==> src/rtl/apl_map.vh <==
/*
  constants for the parallel attenuator controller: code width, mode pin
  levels, strobe timing and power-up wait.
  assumes a 250 MHz core clock.
*/
`ifndef APL_MAP_VH
`define APL_MAP_VH
`define APL_CODE_W 7
`define APL_CODE_MAX 7'h7F
`define APL_CODE_ZERO 7'h00
`define APL_SEL_PARALLEL 1'b0
`define APL_CLK_PERIOD_PS 4000
`define APL_STROBE_HIGH_NS 20
`define APL_STROBE_HIGH_CYC 26'h0000005 // 20 ns at 4 ns per cycle
`define APL_SETUP_NS 20
`define APL_SETUP_CYC 26'h0000005 // 20 ns at 4 ns per cycle
`define APL_PWRUP_MS 200
`define APL_PWRUP_CYC 26'h2FAF080 // 200 ms at 4 ns per cycle
`define APL_CNT_W 26
`endif

==> src/rtl/apl_sync.v <==
/*
  three-stage synchroniser with agreement filter for a pin input.
  assumes the pin is asynchronous to core_clk_i.
*/
`timescale 1ns/10ps
`default_nettype none
module apl_sync (
  input wire core_clk_i,
  input wire rst_n_i,
  input wire pin_i,
  output reg level_o
);
  reg s1_r;
  reg s2_r;
  reg s3_r;
  // first stage feeds only the second; level changes once stages 2 and 3 agree
  always @(posedge core_clk_i or negedge rst_n_i) begin
    if (!rst_n_i) begin
      s1_r <= 1'b0;
      s2_r <= 1'b0;
      s3_r <= 1'b0;
      level_o <= 1'b0;
    end else begin
      s1_r <= pin_i;
      s2_r <= s1_r;
      s3_r <= s2_r;
      if (s2_r == s3_r) begin
        level_o <= s3_r;
      end
    end
  end
endmodule // apl_sync
`default_nettype wire

==> src/rtl/apl_ctrl.v <==
/*
  host controller driving a digital step attenuator over its parallel pins:
  mode select, seven-bit code and latch strobe.
  assumes supply_good_i comes from an external supply monitor pin.
*/
// Overview of operation
// the controller drives the interface-select pin low to choose the parallel interface.
// the code is a binary sum with the top bit worth 16 dB and the bottom bit 0.25 dB.
// in direct mode the controller holds the latch strobe high all the time.
// in direct mode the device follows the code pins at once without any strobe.
// in latched mode the controller keeps the strobe low while it changes the code.
// once the code has settled the controller raises the strobe to pass the code through.
// the controller then drops the strobe, and the device holds the code on that edge.
// the controller drives the control pins only after the device supply is present.
// in latched mode the controller pulses the strobe after power-up to load its code.
// with the strobe low at power-up the device starts at maximum attenuation.
// the device takes its power-up state about 200 ms after power is applied.
`timescale 1ns/10ps
`default_nettype none
`include "apl_map.vh"
module apl_ctrl #(
  parameter [`APL_CNT_W-1:0] PWRUP_CYC = `APL_PWRUP_CYC
) (
  input wire core_clk_i,
  input wire rst_n_i,
  input wire supply_good_i,
  input wire direct_mode_i,
  input wire [`APL_CODE_W-1:0] code_i,
  input wire load_i,
  output reg busy_o,
  output reg powered_o,
  output reg [`APL_CODE_W-1:0] applied_code_o,
  output reg intf_sel_o,
  output reg intf_sel_oe_o,
  output reg [`APL_CODE_W-1:0] atten_code_in_o,
  output reg atten_code_in_oe_o,
  output reg latch_strobe_o,
  output reg latch_strobe_oe_o
);
  localparam [2:0] ST_OFF = 3'h0;
  localparam [2:0] ST_WAIT = 3'h1;
  localparam [2:0] ST_IDLE = 3'h2;
  localparam [2:0] ST_SETUP = 3'h3;
  localparam [2:0] ST_HIGH = 3'h4;
  localparam [2:0] ST_DIRECT = 3'h5;
  localparam [`APL_CNT_W-1:0] SETUP_CYC = `APL_SETUP_CYC;
  localparam [`APL_CNT_W-1:0] HIGH_CYC = `APL_STROBE_HIGH_CYC;
  localparam [`APL_CNT_W-1:0] CNT_ONE = 26'h0000001;

  wire supply_ok;
  reg [2:0] state_r;
  reg [2:0] state_nxt;
  reg [`APL_CNT_W-1:0] cnt_r;
  reg [`APL_CNT_W-1:0] cnt_nxt;
  reg [`APL_CODE_W-1:0] pend_r;
  reg [`APL_CODE_W-1:0] pend_nxt;
  reg pend_v_r;
  reg pend_v_nxt;

  apl_sync u_supply_sync (
    .core_clk_i(core_clk_i),
    .rst_n_i(rst_n_i),
    .pin_i(supply_good_i),
    .level_o(supply_ok)
  );

  // next-state logic for power-up, strobe pulse and direct tracking
  always @* begin
    state_nxt = state_r;
    cnt_nxt = cnt_r;
    pend_nxt = pend_r;
    pend_v_nxt = pend_v_r;
    if (load_i) begin
      pend_nxt = code_i; // binary-weighted code, msb 16 dB, lsb 0.25 dB
      pend_v_nxt = 1'b1;
    end
    case (state_r)
      ST_OFF: begin
        if (supply_ok) begin
          state_nxt = ST_WAIT; // pins driven only once supply is seen
          cnt_nxt = PWRUP_CYC;
        end
      end
      ST_WAIT: begin
        // let the device settle its own power-up state first
        if (cnt_r <= CNT_ONE) begin
          state_nxt = ST_IDLE;
          pend_v_nxt = 1'b1; // force one strobe pulse after power-up
        end else begin
          cnt_nxt = cnt_r - CNT_ONE;
        end
      end
      ST_IDLE: begin
        if (direct_mode_i) begin
          state_nxt = ST_DIRECT;
        end else if (pend_v_r) begin
          state_nxt = ST_SETUP; // strobe stays low while code changes
          cnt_nxt = SETUP_CYC;
          pend_v_nxt = load_i;
        end
      end
      ST_SETUP: begin
        if (cnt_r <= CNT_ONE) begin
          state_nxt = ST_HIGH; // settled, raise strobe
          cnt_nxt = HIGH_CYC;
        end else begin
          cnt_nxt = cnt_r - CNT_ONE;
        end
      end
      ST_HIGH: begin
        if (cnt_r <= CNT_ONE) begin
          state_nxt = ST_IDLE; // falling edge captures the code
        end else begin
          cnt_nxt = cnt_r - CNT_ONE;
        end
      end
      ST_DIRECT: begin
        if (!direct_mode_i) begin
          state_nxt = ST_IDLE;
          pend_v_nxt = 1'b1; // re-latch current code on leaving direct mode
        end
      end
      default: begin
        state_nxt = ST_OFF;
      end
    endcase
    if (!supply_ok) begin
      state_nxt = ST_OFF;
    end
  end

  // decoded next-state conditions shared by the output registers
  wire go_off;
  wire go_direct;
  wire go_setup;
  wire go_high;
  wire idle_quiet;
  assign go_off = (state_nxt == ST_OFF);
  assign go_direct = (state_nxt == ST_DIRECT);
  assign go_setup = (state_nxt == ST_SETUP) && (state_r != ST_SETUP);
  assign go_high = (state_nxt == ST_HIGH);
  // idle with no code pending and no mode change waiting
  assign idle_quiet = (state_nxt == ST_IDLE) && !pend_v_nxt && !direct_mode_i;

  // state, counter and pending code registers
  always @(posedge core_clk_i or negedge rst_n_i) begin
    if (!rst_n_i) begin
      state_r <= ST_OFF;
      cnt_r <= {`APL_CNT_W{1'b0}};
      pend_r <= `APL_CODE_MAX;
      pend_v_r <= 1'b0;
    end else begin
      state_r <= state_nxt;
      cnt_r <= cnt_nxt;
      pend_r <= pend_nxt;
      pend_v_r <= pend_v_nxt;
    end
  end

  // status flags; busy stays high across queued pulses and on leaving direct mode, low in direct mode
  always @(posedge core_clk_i or negedge rst_n_i) begin
    if (!rst_n_i) begin
      busy_o <= 1'b1;
      powered_o <= 1'b0;
    end else begin
      powered_o <= !go_off;
      busy_o <= !(idle_quiet || go_direct);
    end
  end

  // pin enables and mode pin; all control pins released while supply is absent
  always @(posedge core_clk_i or negedge rst_n_i) begin
    if (!rst_n_i) begin
      intf_sel_o <= `APL_SEL_PARALLEL;
      intf_sel_oe_o <= 1'b0;
      atten_code_in_oe_o <= 1'b0;
      latch_strobe_oe_o <= 1'b0;
    end else begin
      intf_sel_o <= `APL_SEL_PARALLEL; // parallel interface selected
      intf_sel_oe_o <= !go_off;
      atten_code_in_oe_o <= !go_off;
      latch_strobe_oe_o <= !go_off;
    end
  end

  // latch strobe: high in direct mode and for each pulse, low otherwise
  always @(posedge core_clk_i or negedge rst_n_i) begin
    if (!rst_n_i) begin
      latch_strobe_o <= 1'b0;
    end else if (go_direct) begin
      latch_strobe_o <= 1'b1; // strobe held high in direct mode
    end else if (go_high) begin
      latch_strobe_o <= 1'b1;
    end else begin
      latch_strobe_o <= 1'b0; // falling edge captures the code, low while unpowered
    end
  end

  // code pins: cleared to zero when supply is lost, otherwise change only at setup entry or follow the code in direct mode
  always @(posedge core_clk_i or negedge rst_n_i) begin
    if (!rst_n_i) begin
      atten_code_in_o <= `APL_CODE_ZERO;
    end else if (go_off) begin
      atten_code_in_o <= `APL_CODE_ZERO;
    end else if (go_direct) begin
      atten_code_in_o <= pend_nxt; // device follows pins at once
    end else if (go_setup) begin
      atten_code_in_o <= pend_r; // code changes only with strobe low
    end
  end

  // applied code as the device is expected to hold it
  always @(posedge core_clk_i or negedge rst_n_i) begin
    if (!rst_n_i) begin
      applied_code_o <= `APL_CODE_MAX;
    end else if (go_off) begin
      applied_code_o <= `APL_CODE_MAX; // device powers up at maximum attenuation
    end else if (go_direct) begin
      applied_code_o <= pend_nxt;
    end else if (go_high) begin
      applied_code_o <= atten_code_in_o; // code passes through while strobe high
    end
  end
endmodule // apl_ctrl
`default_nettype wire

==> config.mk <==
export PLATFORM = sky130hd
export DESIGN_NAME = apl_ctrl
export DESIGN_NICKNAME = d
export VERILOG_FILES = /design/src/rtl/apl_sync.v /design/src/rtl/apl_ctrl.v
export VERILOG_INCLUDE_DIRS = /design/src /design/src/rtl
export SDC_FILE = /design/constraint.sdc
export NUM_CORES = 1
export LEC_CHECK = 0
export BUFFER_PORTS_ARGS = -buffer_cell sky130_fd_sc_hd__buf_2
export CAP_MARGIN = 20
export CELL_PAD_IN_SITES_DETAIL_PLACEMENT = 0
export CELL_PAD_IN_SITES_GLOBAL_PLACEMENT = 1
export CORE_ASPECT_RATIO = 0.5
export CORE_MARGIN = 8
export CORE_UTILIZATION = 27
export DETAILED_ROUTE_END_ITERATION = 7
export PLACE_DENSITY_LB_ADDON = 0.1
export SLEW_MARGIN = 20
export SYNTH_ARGS = -nofsm -noshare
export SYNTH_HDL_FRONTEND = slang
export SYNTH_HIERARCHICAL = 1
export SYNTH_SLANG_ARGS = --single-unit
==> constraint.sdc <==
create_clock -name core_clk_i -period 4.4 [get_ports core_clk_i]
set_clock_uncertainty 0.2 [all_clocks]
set_input_delay 0.66 -clock core_clk_i [delete_from_list [all_inputs] [get_ports core_clk_i]]
set_output_delay 0.66 -clock core_clk_i [all_outputs]
set_load 0.1 [all_outputs]
==> results of run 1 <==
## cell families after synthesis
kind of cell    count (synthesis)
other cells                     1
flops                          58
buf+inv                        40
simple gates                  119
fa+ha+maj                       3
xor+xnor                        2
compound gates                121
mux                            18
## cell usage after synthesis (all sizes together) (4+ instances only)
cell type  count  area share, %
dfrtp         43             31
nor2          33            3.6
nand2         24            2.6
nor3          19            2.8
o21ai         19            2.8
o22ai         19            3.9
clkbuf        16            1.8
dfstp         15             11
mux2          12            4.6
a21oi         11            1.7
a22o          11            2.8
buf           11            2.0
inv           11            1.2
nor4          10            2.0
o31ai          9            2.4
or3            9            1.6
mux2i          6            1.8
nand3          6           0.88
o2bb2ai        6            1.5
a21o           5            1.1
a2bb2oi        5            1.3
a31oi          5           0.91
a22oi          4           0.88
o2111ai        4            1.0
or4            4            1.1
## metrics by stage
step | hold WS (ps) | cell area, sq um | instances | utilization [%]
after floorplan | 131.2 | 3431 | 362 | -
after global placement | 134.0 | 3719 | 541 | 29.71
after detailed placement | 147.7 | 3719 | 541 | 29.71
after CTS | 165.7 | 4024 | 557 | 32.14
after global routing | 166.4 | 4024 | 557 | 32.14
final | 153.7 | 4024 | 557 | 32.14
## sequential cells by signal, indices dropped and copies added, names as in the netlist, 3 cells and up
register,cells
cnt_r,26
applied_code_o,7
atten_code_in_o,7
pend_r,7
state_r,3
## critical path, stage by stage, from the launching register on
cell and delay, ps:
dfrtp_1 420, or4_1 680, nor4_2 550, a311oi_1 190, o31ai_1 630, o22ai_4 260, mux2_4 340
## final cells by class
type	instances	area [sq um]
clock buffers	10	239.0
clock inverters	6	66.31
fillers	1324	8494
inverters	13	48.80
multi-input cells	264	1794
flip-flops and latches	58	1470
well taps	170	212.7
repair buffers	36	192.7
## power groups by stage
stage          Combinational (uW)  Sequential [uW]  Clock (uW)
3_3_place_gp                  535              776           0
4_1_cts                       543              770         732
5_1_grt                       591              790         749
2_1_floorplan                 344              825           0
3_5_place_dp                  542              777           0
6_report                      540              771         714
## final timing paths
kind	start	end	slack (ps)
min in group core_clk_i	u_supply_sync/s1_r	u_supply_sync/s2_r	160
setup / recovery	cnt_r[17]	atten_code_in_o[2]	1010
hold reg to reg	u_supply_sync/s1_r	u_supply_sync/s2_r	160
hold / removal	rst_n_i	u_supply_sync/s1_r	150
setup reg to reg	cnt_r[17]	atten_code_in_o[2]	1010
max in group asynchronous	rst_n_i	busy_o	2930
## per-layer routing
layer	GRT usage [%]	wire length, um
met3	3.446	540
met1	17.50	5028
met5	0	0
met4	4.625	149
met2	20.99	4802
==> summary.txt, run 1 <==
Critical path
  • Critical path required time: 4410 ps
  • Crit Path Class: reg -> reg
  • Critical Path Fanout Max: 8
  • Critical path launch point type: register
  • Data arrival, critical path: 3400 ps
  • Worst r2r path cells: 6
  • Crit path capture type: register

Status
  • Status: completed

STA
  • Setup TNS: 0 ps
  • Max_slew headroom: 45.87%
  • Final Max Tran Viols: 0
  • Fin crit share: 77.01%
  • Final Worst Setup Slack: 1011 ps
  • Slew @ Worst Pin: 806.6 ps
  • RSZ-0062 raised after global routing: no
  • Max Freq: 295.1 MHz
  • Final Critical Period: 3389 ps
  • Final Hold Viols: 0
  • Final setup vio count: 0

Power
  • Sw Share: 37.16%
  • Maximum VDD drop: 0.1915 mV
  • Power density over cell area: 503.2 mW/mm^2
  • Clock power share: 35.3%
  • Internal: 1272 uW
  • Switch Pwr: 752.4 uW
  • Leakage: 0.001618 uW
  • Power share of the combinational group: 26.6%
  • Final Power: 2025 uW
  • Seq pwr share: 38.1%

Clock network
  • CTS Buffer Depth: 2
  • CTS Hold Buffers Added: 0
  • Clk root buf: clkbuf_16
  • Post-CTS resize count: 0
  • Sink Count: 58
  • Post-CTS Setup Bufs: 0
  • H-tree levels: 3
  • Latest clock arrival within the worst-skew pair: 330 ps
  • Clock-pin slew on the worst setup and hold paths: 60 ps
  • CTS tree: done
  • CTS Buf Count: 9

Synthesis
  • Top_reg_cell synth: dfrtp_1
  • Async SR Flop Fraction: 100.0%
  • Seq/Total Area, Yosys: 42.85%
  • #FFs+latches synth: 58
  • Syn_area_per_cell: 9.477 sq um
  • Adder-Cell Fraction of Synth Area: 1.058%
  • Largest family of logic cells by synthesized area: compound AO/OA/AOI/OAI gates
  • Synthesized area: 0.003431 sq mm
  • Synth Area in XOR/XNOR: 0.5106%
  • Synth unique cells: 59
  • Mux cell area share after synthesis: 6.346%
  • Synthesized net count: 376
  • Yosys warnings: 6
  • Instance count of the mapped netlist: 362
  • Compound-Gate Fraction of Synth Area: 26.40%
  • Post-synthesis simple-gate area fraction: 17.51%
  • Post-synth EDFFs: 0

GRT
  • GR Util All Layers: 13.26%
  • Initial antenna violation count: 0
  • Vias in the first global route: 3,161
  • Global-route wire length before repair: 17.58 mm
  • Largest net degree at the start of global routing: 32
  • Total grt overflow: 0

Cells and area
  • Antenna diodes: 0
  • Most common cell after layout, fill and taps aside: dfrtp_1
  • Layout cells sized above 1: 24.03%
  • Commonest cells after routing, fill and taps aside: dfrtp_1 (43), nor2_1 (33), buf_2 (31)
  • Layout area overhead: 17.29%
  • Total Nets Final: 396

Min path
  • HP Class: in -> async

Route
  • Post-DR wirelength/cell: 18.89 um
  • Number of DRC markers in iteration 0: 185
  • Wirelength, routed: 10.52 mm
  • DR DRC count: 0
  • DR vias: 2,959
  • Detail Route Antenna Nets: 0
  • Vias per cell: 5.312
  • DR pass1 iterations: 5

Run
  • Max-cap violations: 0

Die
  • Die area: 0.01679 sq mm
  • Initial Util: 27.41%
  • Core footprint: 0.01252 sq mm
  • Die Y: 95.71 um
  • Die width: 175.4 um
  • Row count: 29
  • IO Pins: 33

Placed design
  • Gpl congestion: 0.7545
  • HPWL Detailed: 7.413 mm
  • I/O Buffers: 31
  • Post-Place Worst Slack: 1045 ps
No activity file was read; power rests on OpenSTA's default activity.
==> inputs of run 2 (changes only) <==
- ABC_AREA: not set -> 1
- clock period: 4.4 -> 3.2 ns (I/O delays scaled with it)
==> run 2 against run 1 <==
  * The flow now finishes with violations (negative hold slack)
  * Via count fell by 6.3%
  * Critical path depth increased by 6
  * Sequential power is 26% higher
  * Sequential share of layout area rose by 0.77 points
  * Flip-flop and latch count unchanged
  * Area after synthesis down 3.4%
  * Combinational power up 57%
  * Power is 39% higher
  * Die area fell by 2.9%
  * Global-route usage is 1.8 points lower
  * Clock-buffer cell count unchanged
  * Fmax rose by 30%
==> summary.txt, run 2 <==
Power
  • Final Power: 2805 uW
  • Leakage: 0.001789 uW
  • Power density over cell area: 711.7 mW/mm^2
  • Maximum VDD drop: 0.2502 mV

Clock network
  • Clk root buf: clkbuf_16
  • Sink Count: 58
  • CTS Buffer Depth: 2
  • Post-CTS Setup Bufs: 0
  • Latest clock arrival within the worst-skew pair: 330 ps
  • CTS Buf Count: 9
  • Clock-pin slew on the worst setup and hold paths: 60 ps
  • CTS Hold Buffers Added: 0
  • H-tree levels: 3
  • CTS tree: done
  • Post-CTS resize count: 0

Die
  • Core footprint: 0.01191 sq mm
  • Row count: 28
  • Die area: 0.01630 sq mm
  • Die Y: 94.36 um
  • IO Pins: 33
  • Die width: 172.7 um
  • Initial Util: 27.84%

GRT
  • Largest net degree at the start of global routing: 32
  • Global-route wire length before repair: 14.95 mm
  • Total grt overflow: 0
  • Vias in the first global route: 2,869
  • GR Util All Layers: 11.47%
  • Initial antenna violation count: 0

STA
  • RSZ-0062 raised after global routing: no
  • Final Hold Viols: 3
  • Slew @ Worst Pin: 688.2 ps
  • Final Max Tran Viols: 0
  • Max Freq: 382.9 MHz
  • Final Critical Period: 2612 ps
  • Setup TNS: 0 ps
  • Max_slew headroom: 54.12%
  • Final setup vio count: 0
  • Final Worst Setup Slack: 588.4 ps
  • Fin crit share: 81.61%
  • Worst-case hold slack: -12.57 ps

Critical path
  • FF-to-FF Start: cnt_r[0]
  • Crit Path Class: reg -> reg
  • R2R setup slack: 590 ps
  • Worst r2r path cells: 12
  • Crit path capture type: register
  • Critical Path Fanout Max: 17
  • Data arrival, critical path: 2610 ps
  • Critical path required time: 3200 ps
  • Reg2reg end: cnt_r[9]
  • Critical path launch point type: register

Synthesis
  • Seq/Total Area, Yosys: 44.34%
  • Synth unique cells: 41
  • Leading area contributor after synthesis: dfrtp_1
  • Synth Area in XOR/XNOR: 2.377%
  • Top cell type's share of synthesized area: 32.45%
  • Post-synth EDFFs: 0
  • Most common cell in the netlist: nand2_1
  • Commonest cells in the netlist: nand2_1 (93), nand3_1 (44), dfrtp_1 (43), inv_1 (43), nor2_1 (42)
  • Mux cell area share after synthesis: 2.377%
  • Largest family of logic cells by synthesized area: simple AND/OR/NAND/NOR gates
  • Yosys warnings: 6
  • Synthesized area: 0.003316 sq mm
  • Async SR Flop Fraction: 100.0%
  • Post-synthesis simple-gate area fraction: 31.96%
  • Top_reg_cell synth: dfrtp_1
  • Compound-Gate Fraction of Synth Area: 9.660%
  • Top cells by area, synth: dfrtp_1 (32%), dfstp_2 (12%), nand2_1 (11%)
  • Syn_area_per_cell: 8.009 sq um
  • Synthesized net count: 428
  • Instance count of the mapped netlist: 414
  • #FFs+latches synth: 58
  • Adder-Cell Fraction of Synth Area: 0.7547%

Route
  • DR DRC count: 0
  • DR vias: 2,773
  • Detail Route Antenna Nets: 0
  • DR pass1 iterations: 4
  • Post-DR wirelength/cell: 14.35 um
  • Wirelength, routed: 8.867 mm
  • Number of DRC markers in iteration 0: 130
  • Vias per cell: 4.487

Cells and area
  • Fin cells: 618
  • Total Nets Final: 462
  • Reg area: 0.001470 sq mm
  • Fillers: 1,279
  • Final instance area: 0.003941 sq mm
  • Layout area overhead: 18.87%
  • Most flop-heavy register: cnt_r
  • Commonest cells after routing, fill and taps aside: nand2_1 (93), nand3_1 (44), inv_1 (43), dfrtp_1 (43), nor2_1 (42)
  • Antenna diodes: 0
  • Most common cell after layout, fill and taps aside: nand2_1
  • Layout cells sized above 1: 24.28%
  • Largest register FFs: 26
  • Area of the multi-input gates: 0.001567 sq mm

Placed design
  • Post-Place Cell Area: 0.003636 sq mm
  • Gpl congestion: 0.7216
  • Post-Place Worst Slack: 580.1 ps
  • Placed cell count: 602
  • I/O Buffers: 31
  • HPWL Detailed: 6.535 mm

Min path
  • HP Class: in -> async

Status
  • Failing checks: negative hold slack
  • Status: finished with violations

Run
  • Max-cap violations: 0
-- run 2: cell count changes after synthesis, sizes merged, moves of 7 or more --
| cell | previous run | this run |
|---|---|---|
| a22o | 11 | 0 |
| clkbuf | 16 | 1 |
| inv | 11 | 49 |
| nand2 | 24 | 104 |
| nand3 | 6 | 50 |
| nor2 | 33 | 50 |
| nor3 | 19 | 6 |
| nor4 | 10 | 1 |
| o22ai | 19 | 1 |
| o31ai | 9 | 2 |
| or3 | 9 | 0 |
| xor2 | 0 | 8 |
-- run 2: routing by layer --
layer / global-route usage [%] / vias up / routed length, um
met4: 3.279 / 0 / 74
met1: 15.18 / 1308 / 4597
met2: 17.94 / 34 / 3868
met5: 0 / - / 0
li1: - / 1423 / -
met3: 3.584 / 8 / 325
-- run 2: worst max-delay path by stage --
stage                     startpoint                 end  slack, ps  depth (start not counted)
after floorplan             cnt_r[0]  atten_code_in_o[0]       1140                         13
after global placement      cnt_r[0]            cnt_r[9]        630                         12
after detailed placement    cnt_r[0]            cnt_r[9]        580                         12
after CTS                   cnt_r[0]            cnt_r[9]        550                         12
after global routing        cnt_r[0]            cnt_r[9]        300                         12
final                       cnt_r[0]            cnt_r[9]        590                         12
-- run 2: metrics by stage --
stage	util (%)	hold slack (ps)
final	33.09	-12.57
after global routing	33.09	32.80
after CTS	33.09	8.196
after detailed placement	30.53	134.7
after global placement	30.53	136.4
after floorplan	-	-15.59
-- run 2: report_power, final --
group / total [uW] / switching [uW] / internal, uW
clock network: 985 / 362 / 623
logic: 847 / 614 / 234
registers: 973 / 114 / 859
total: 2800 / 1090 / 1720
-- run 2: logic make-up after synthesis --
| kind of cell | count (synthesis) |
|---|---|
| multiplexers | 7 |
| AO/OA/AOI/OAI | 53 |
| flip-flops | 58 |
| buffers and inverters | 62 |
| other | 1 |
| XOR/XNOR | 9 |
| adder cells (fa/ha/maj) | 2 |
| AND/OR/NAND/NOR | 222 |
-- run 2: cell type report --
| type | instances | area share [%] |
|---|---|---|
| multi-input cells | 294 | 39.75 |
| flip-flops and latches | 58 | 37.30 |
| clock buffers | 10 | 6.063 |
| well taps | 165 | 5.238 |
| repair buffers | 35 | 5.016 |
| inverters | 50 | 4.952 |
| clock inverters | 6 | 1.683 |
-- run 2: worst max-delay path, stage by stage, from the launching register on --
cell and delay [ps]:
dfrtp_1 390, inv_1 120, ha_1 260, nand3_2 140, nor2_4 170, nand3_2 150, nand2_2 120, nand2_1 90
nand2_2 260, inv_2 230, nand3_1 130, xor2_1 150, nor2_1 50
==> inputs of run 3 (changes only) <==
- clock period: 3.2 -> 2.5 ns (I/O delays scaled with it)
==> run 3 against run 2 <==
  * The flow now finishes without violations
  * Register-to-register slack worse by 410 ps
  * Clock power increased by 36%
  * Critical endpoint is now cnt_r[4]
  * Non-clock buffer count increased by 21
  * Routed wire length rose by 1.5%
  * Highest routed layer unchanged
  * Die area is the same
  * Cell area rose by 5.0%
  * Via count is 3.8% higher
  * Largest cell class unchanged
  * Core utilization up 1.7 points
  * Hold slack better by 110 ps
  * Fmax increased by 12%
  * Flip-flop and latch count is the same
  * Critical path type unchanged
==> summary.txt, run 3 (synthesis gave the netlist of run 2 again) <==
Cells and area
  • Final core occ: 34.75%
  • Commonest cells after routing, fill and taps aside: nand2_1 (93), inv_1 (43), nand3_1 (43), dfrtp_1 (43), nor2_1 (42)
  • Largest register FFs: 26
  • Most flop-heavy register: cnt_r
  • Fillers: 1,293
  • Layout area overhead: 24.83%
  • Antenna diodes: 0
  • Total Nets Final: 483
  • Layout cells sized above 1: 27.43%
  • Fin cells: 639
  • Most common cell after layout, fill and taps aside: nand2_1

Status
  • Status: completed

Clock network
  • Clk root buf: clkbuf_16
  • H-tree levels: 3
  • Sink Count: 58
  • CTS tree: done
  • CTS Buffer Depth: 2
  • CTS Buf Count: 9
  • Clock-pin slew on the worst setup and hold paths: 60 ps
  • Latest clock arrival within the worst-skew pair: 330 ps

GRT
  • Vias in the first global route: 2,985
  • Global-route wire length before repair: 15.25 mm
  • Largest net degree at the start of global routing: 22
  • Total grt overflow: 0
  • GR Util All Layers: 11.64%
  • Initial antenna violation count: 0

STA
  • RSZ-0062 raised after global routing: no
  • Final Critical Period: 2323 ps
  • Slew @ Worst Pin: 508.8 ps
  • Final Max Tran Viols: 0
  • Final setup vio count: 0
  • Setup TNS: 0 ps
  • Final Worst Setup Slack: 177.2 ps
  • Max Freq: 430.5 MHz
  • Max_slew headroom: 66.00%
  • Final Hold Viols: 0
  • Fin crit share: 92.91%

Power
  • Leakage: 0.001913 uW
  • Power density over cell area: 906.5 mW/mm^2
  • Maximum VDD drop: 0.3218 mV
  • Final Power: 3752 uW

Run
  • Max-cap violations: 0

Placed design
  • Gpl congestion: 0.7144
  • HPWL Detailed: 6.665 mm
  • Post-Place Worst Slack: -87.86 ps
  • I/O Buffers: 31
  • Placed cell count: 616

Critical path
  • Critical Path Fanout Max: 7
  • Critical path required time: 2550 ps
  • CP peak stage delay: 400 ps
  • Worst path cell trace: nor2_1, nand2_1, nor2_2, nand3_2, nand2_2, nand2_1, nand2_4, buf_4, nor2_1, buf_4, nor3b_2
  • Critical path launch point type: register
  • Crit path capture type: register
  • Delay-heaviest family, CP: simple AND/OR/NAND/NOR gates
  • Bufs and invs on worst path: 2
  • Slowest-stage cell, CP: dfrtp_1
  • Data arrival, critical path: 2370 ps
  • Crit Path Class: reg -> reg

Min path
  • HP Class: in -> reg

Route
  • Detail Route Antenna Nets: 0
  • Post-DR wirelength/cell: 14.09 um
  • Vias per cell: 4.504
  • DR vias: 2,878
  • DR DRC count: 0
  • Wirelength, routed: 9.002 mm
  • DR pass1 iterations: 4
  • Number of DRC markers in iteration 0: 113

Die
  • IO Pins: 33
  • Die area: 0.01630 sq mm
  • Die Y: 94.36 um
  • Die width: 172.7 um
  • Core footprint: 0.01191 sq mm
  • Initial Util: 27.84%
  • Row count: 28
run 3: cell types whose count changed in the layout (fill, tap and decap cells not counted), sizes merged:
| cell | before | now |
|---|---|---|
| clkbuf | 10 | 11 |
| bufinv | 1 | 2 |
| dlygate4sd3 | 0 | 2 |
| clkinvlp | 3 | 1 |
| buf | 35 | 54 |
run 3: path summary, 6_finish.rpt:
check / from / end / slack [ps] / cells past startpoint
max: cnt_r[13] / cnt_r[4] / 180 / 11
min: code_i[5] / pend_r[5] / 90 / 2
max reg2reg: cnt_r[13] / cnt_r[4] / 180 / 11
min reg2reg: u_supply_sync/s1_r / u_supply_sync/s2_r / 150 / 0
max in group asynchronous: rst_n_i / applied_code_o[1] / 1050 / 3
min in group asynchronous: rst_n_i / u_supply_sync/s2_r / 340 / 2
run 3: timing repair:
item,CTS,global route
buffers inserted,0,5
endpoints found under the setup margin,14,27
pin swaps,0,3
hold endpoints to repair,9,0
resized for setup,1,7
hold buffers,2,0
run 3: through the flow:
stage	hold WS (ps)	instance area (sq um)
after floorplan	-120.6	3316
after global placement	133.9	3729
after detailed placement	134.7	3729
after CTS	80.32	4076
after global routing	89.81	4139
final	94.28	4139
run 3: power by group:
| part | leakage, uW | internal (uW) | total [uW] | switching [uW] |
|---|---|---|---|---|
| Clock | 0.000156 | 896 | 1340 | 447 |
| Sequential | 0.000683 | 1100 | 1240 | 142 |
| Combinational | 0.00107 | 361 | 1170 | 807 |
| Total | 0.00191 | 2360 | 3750 | 1400 |
run 3: per-layer routing:
metal	vias up	share of wire (%)	global-route usage (%)
li1	1463	-	-
met1	1356	51	15.43
met2	50	43	18.20
met3	9	4.5	3.903
met4	0	0.92	2.780
met5	-	0	0
run 3: layout make-up:
type / instances / area [sq um] / share of cell area, %
multi-input combinational: 294 / 1597 / 38.57
sequential: 58 / 1470 / 35.52
timing repair buffer: 56 / 347.8 / 8.404
clock buffer: 11 / 242.7 / 5.865
tap: 165 / 206.4 / 4.988
inverter: 50 / 197.7 / 4.776
clock inverter: 5 / 77.57 / 1.874
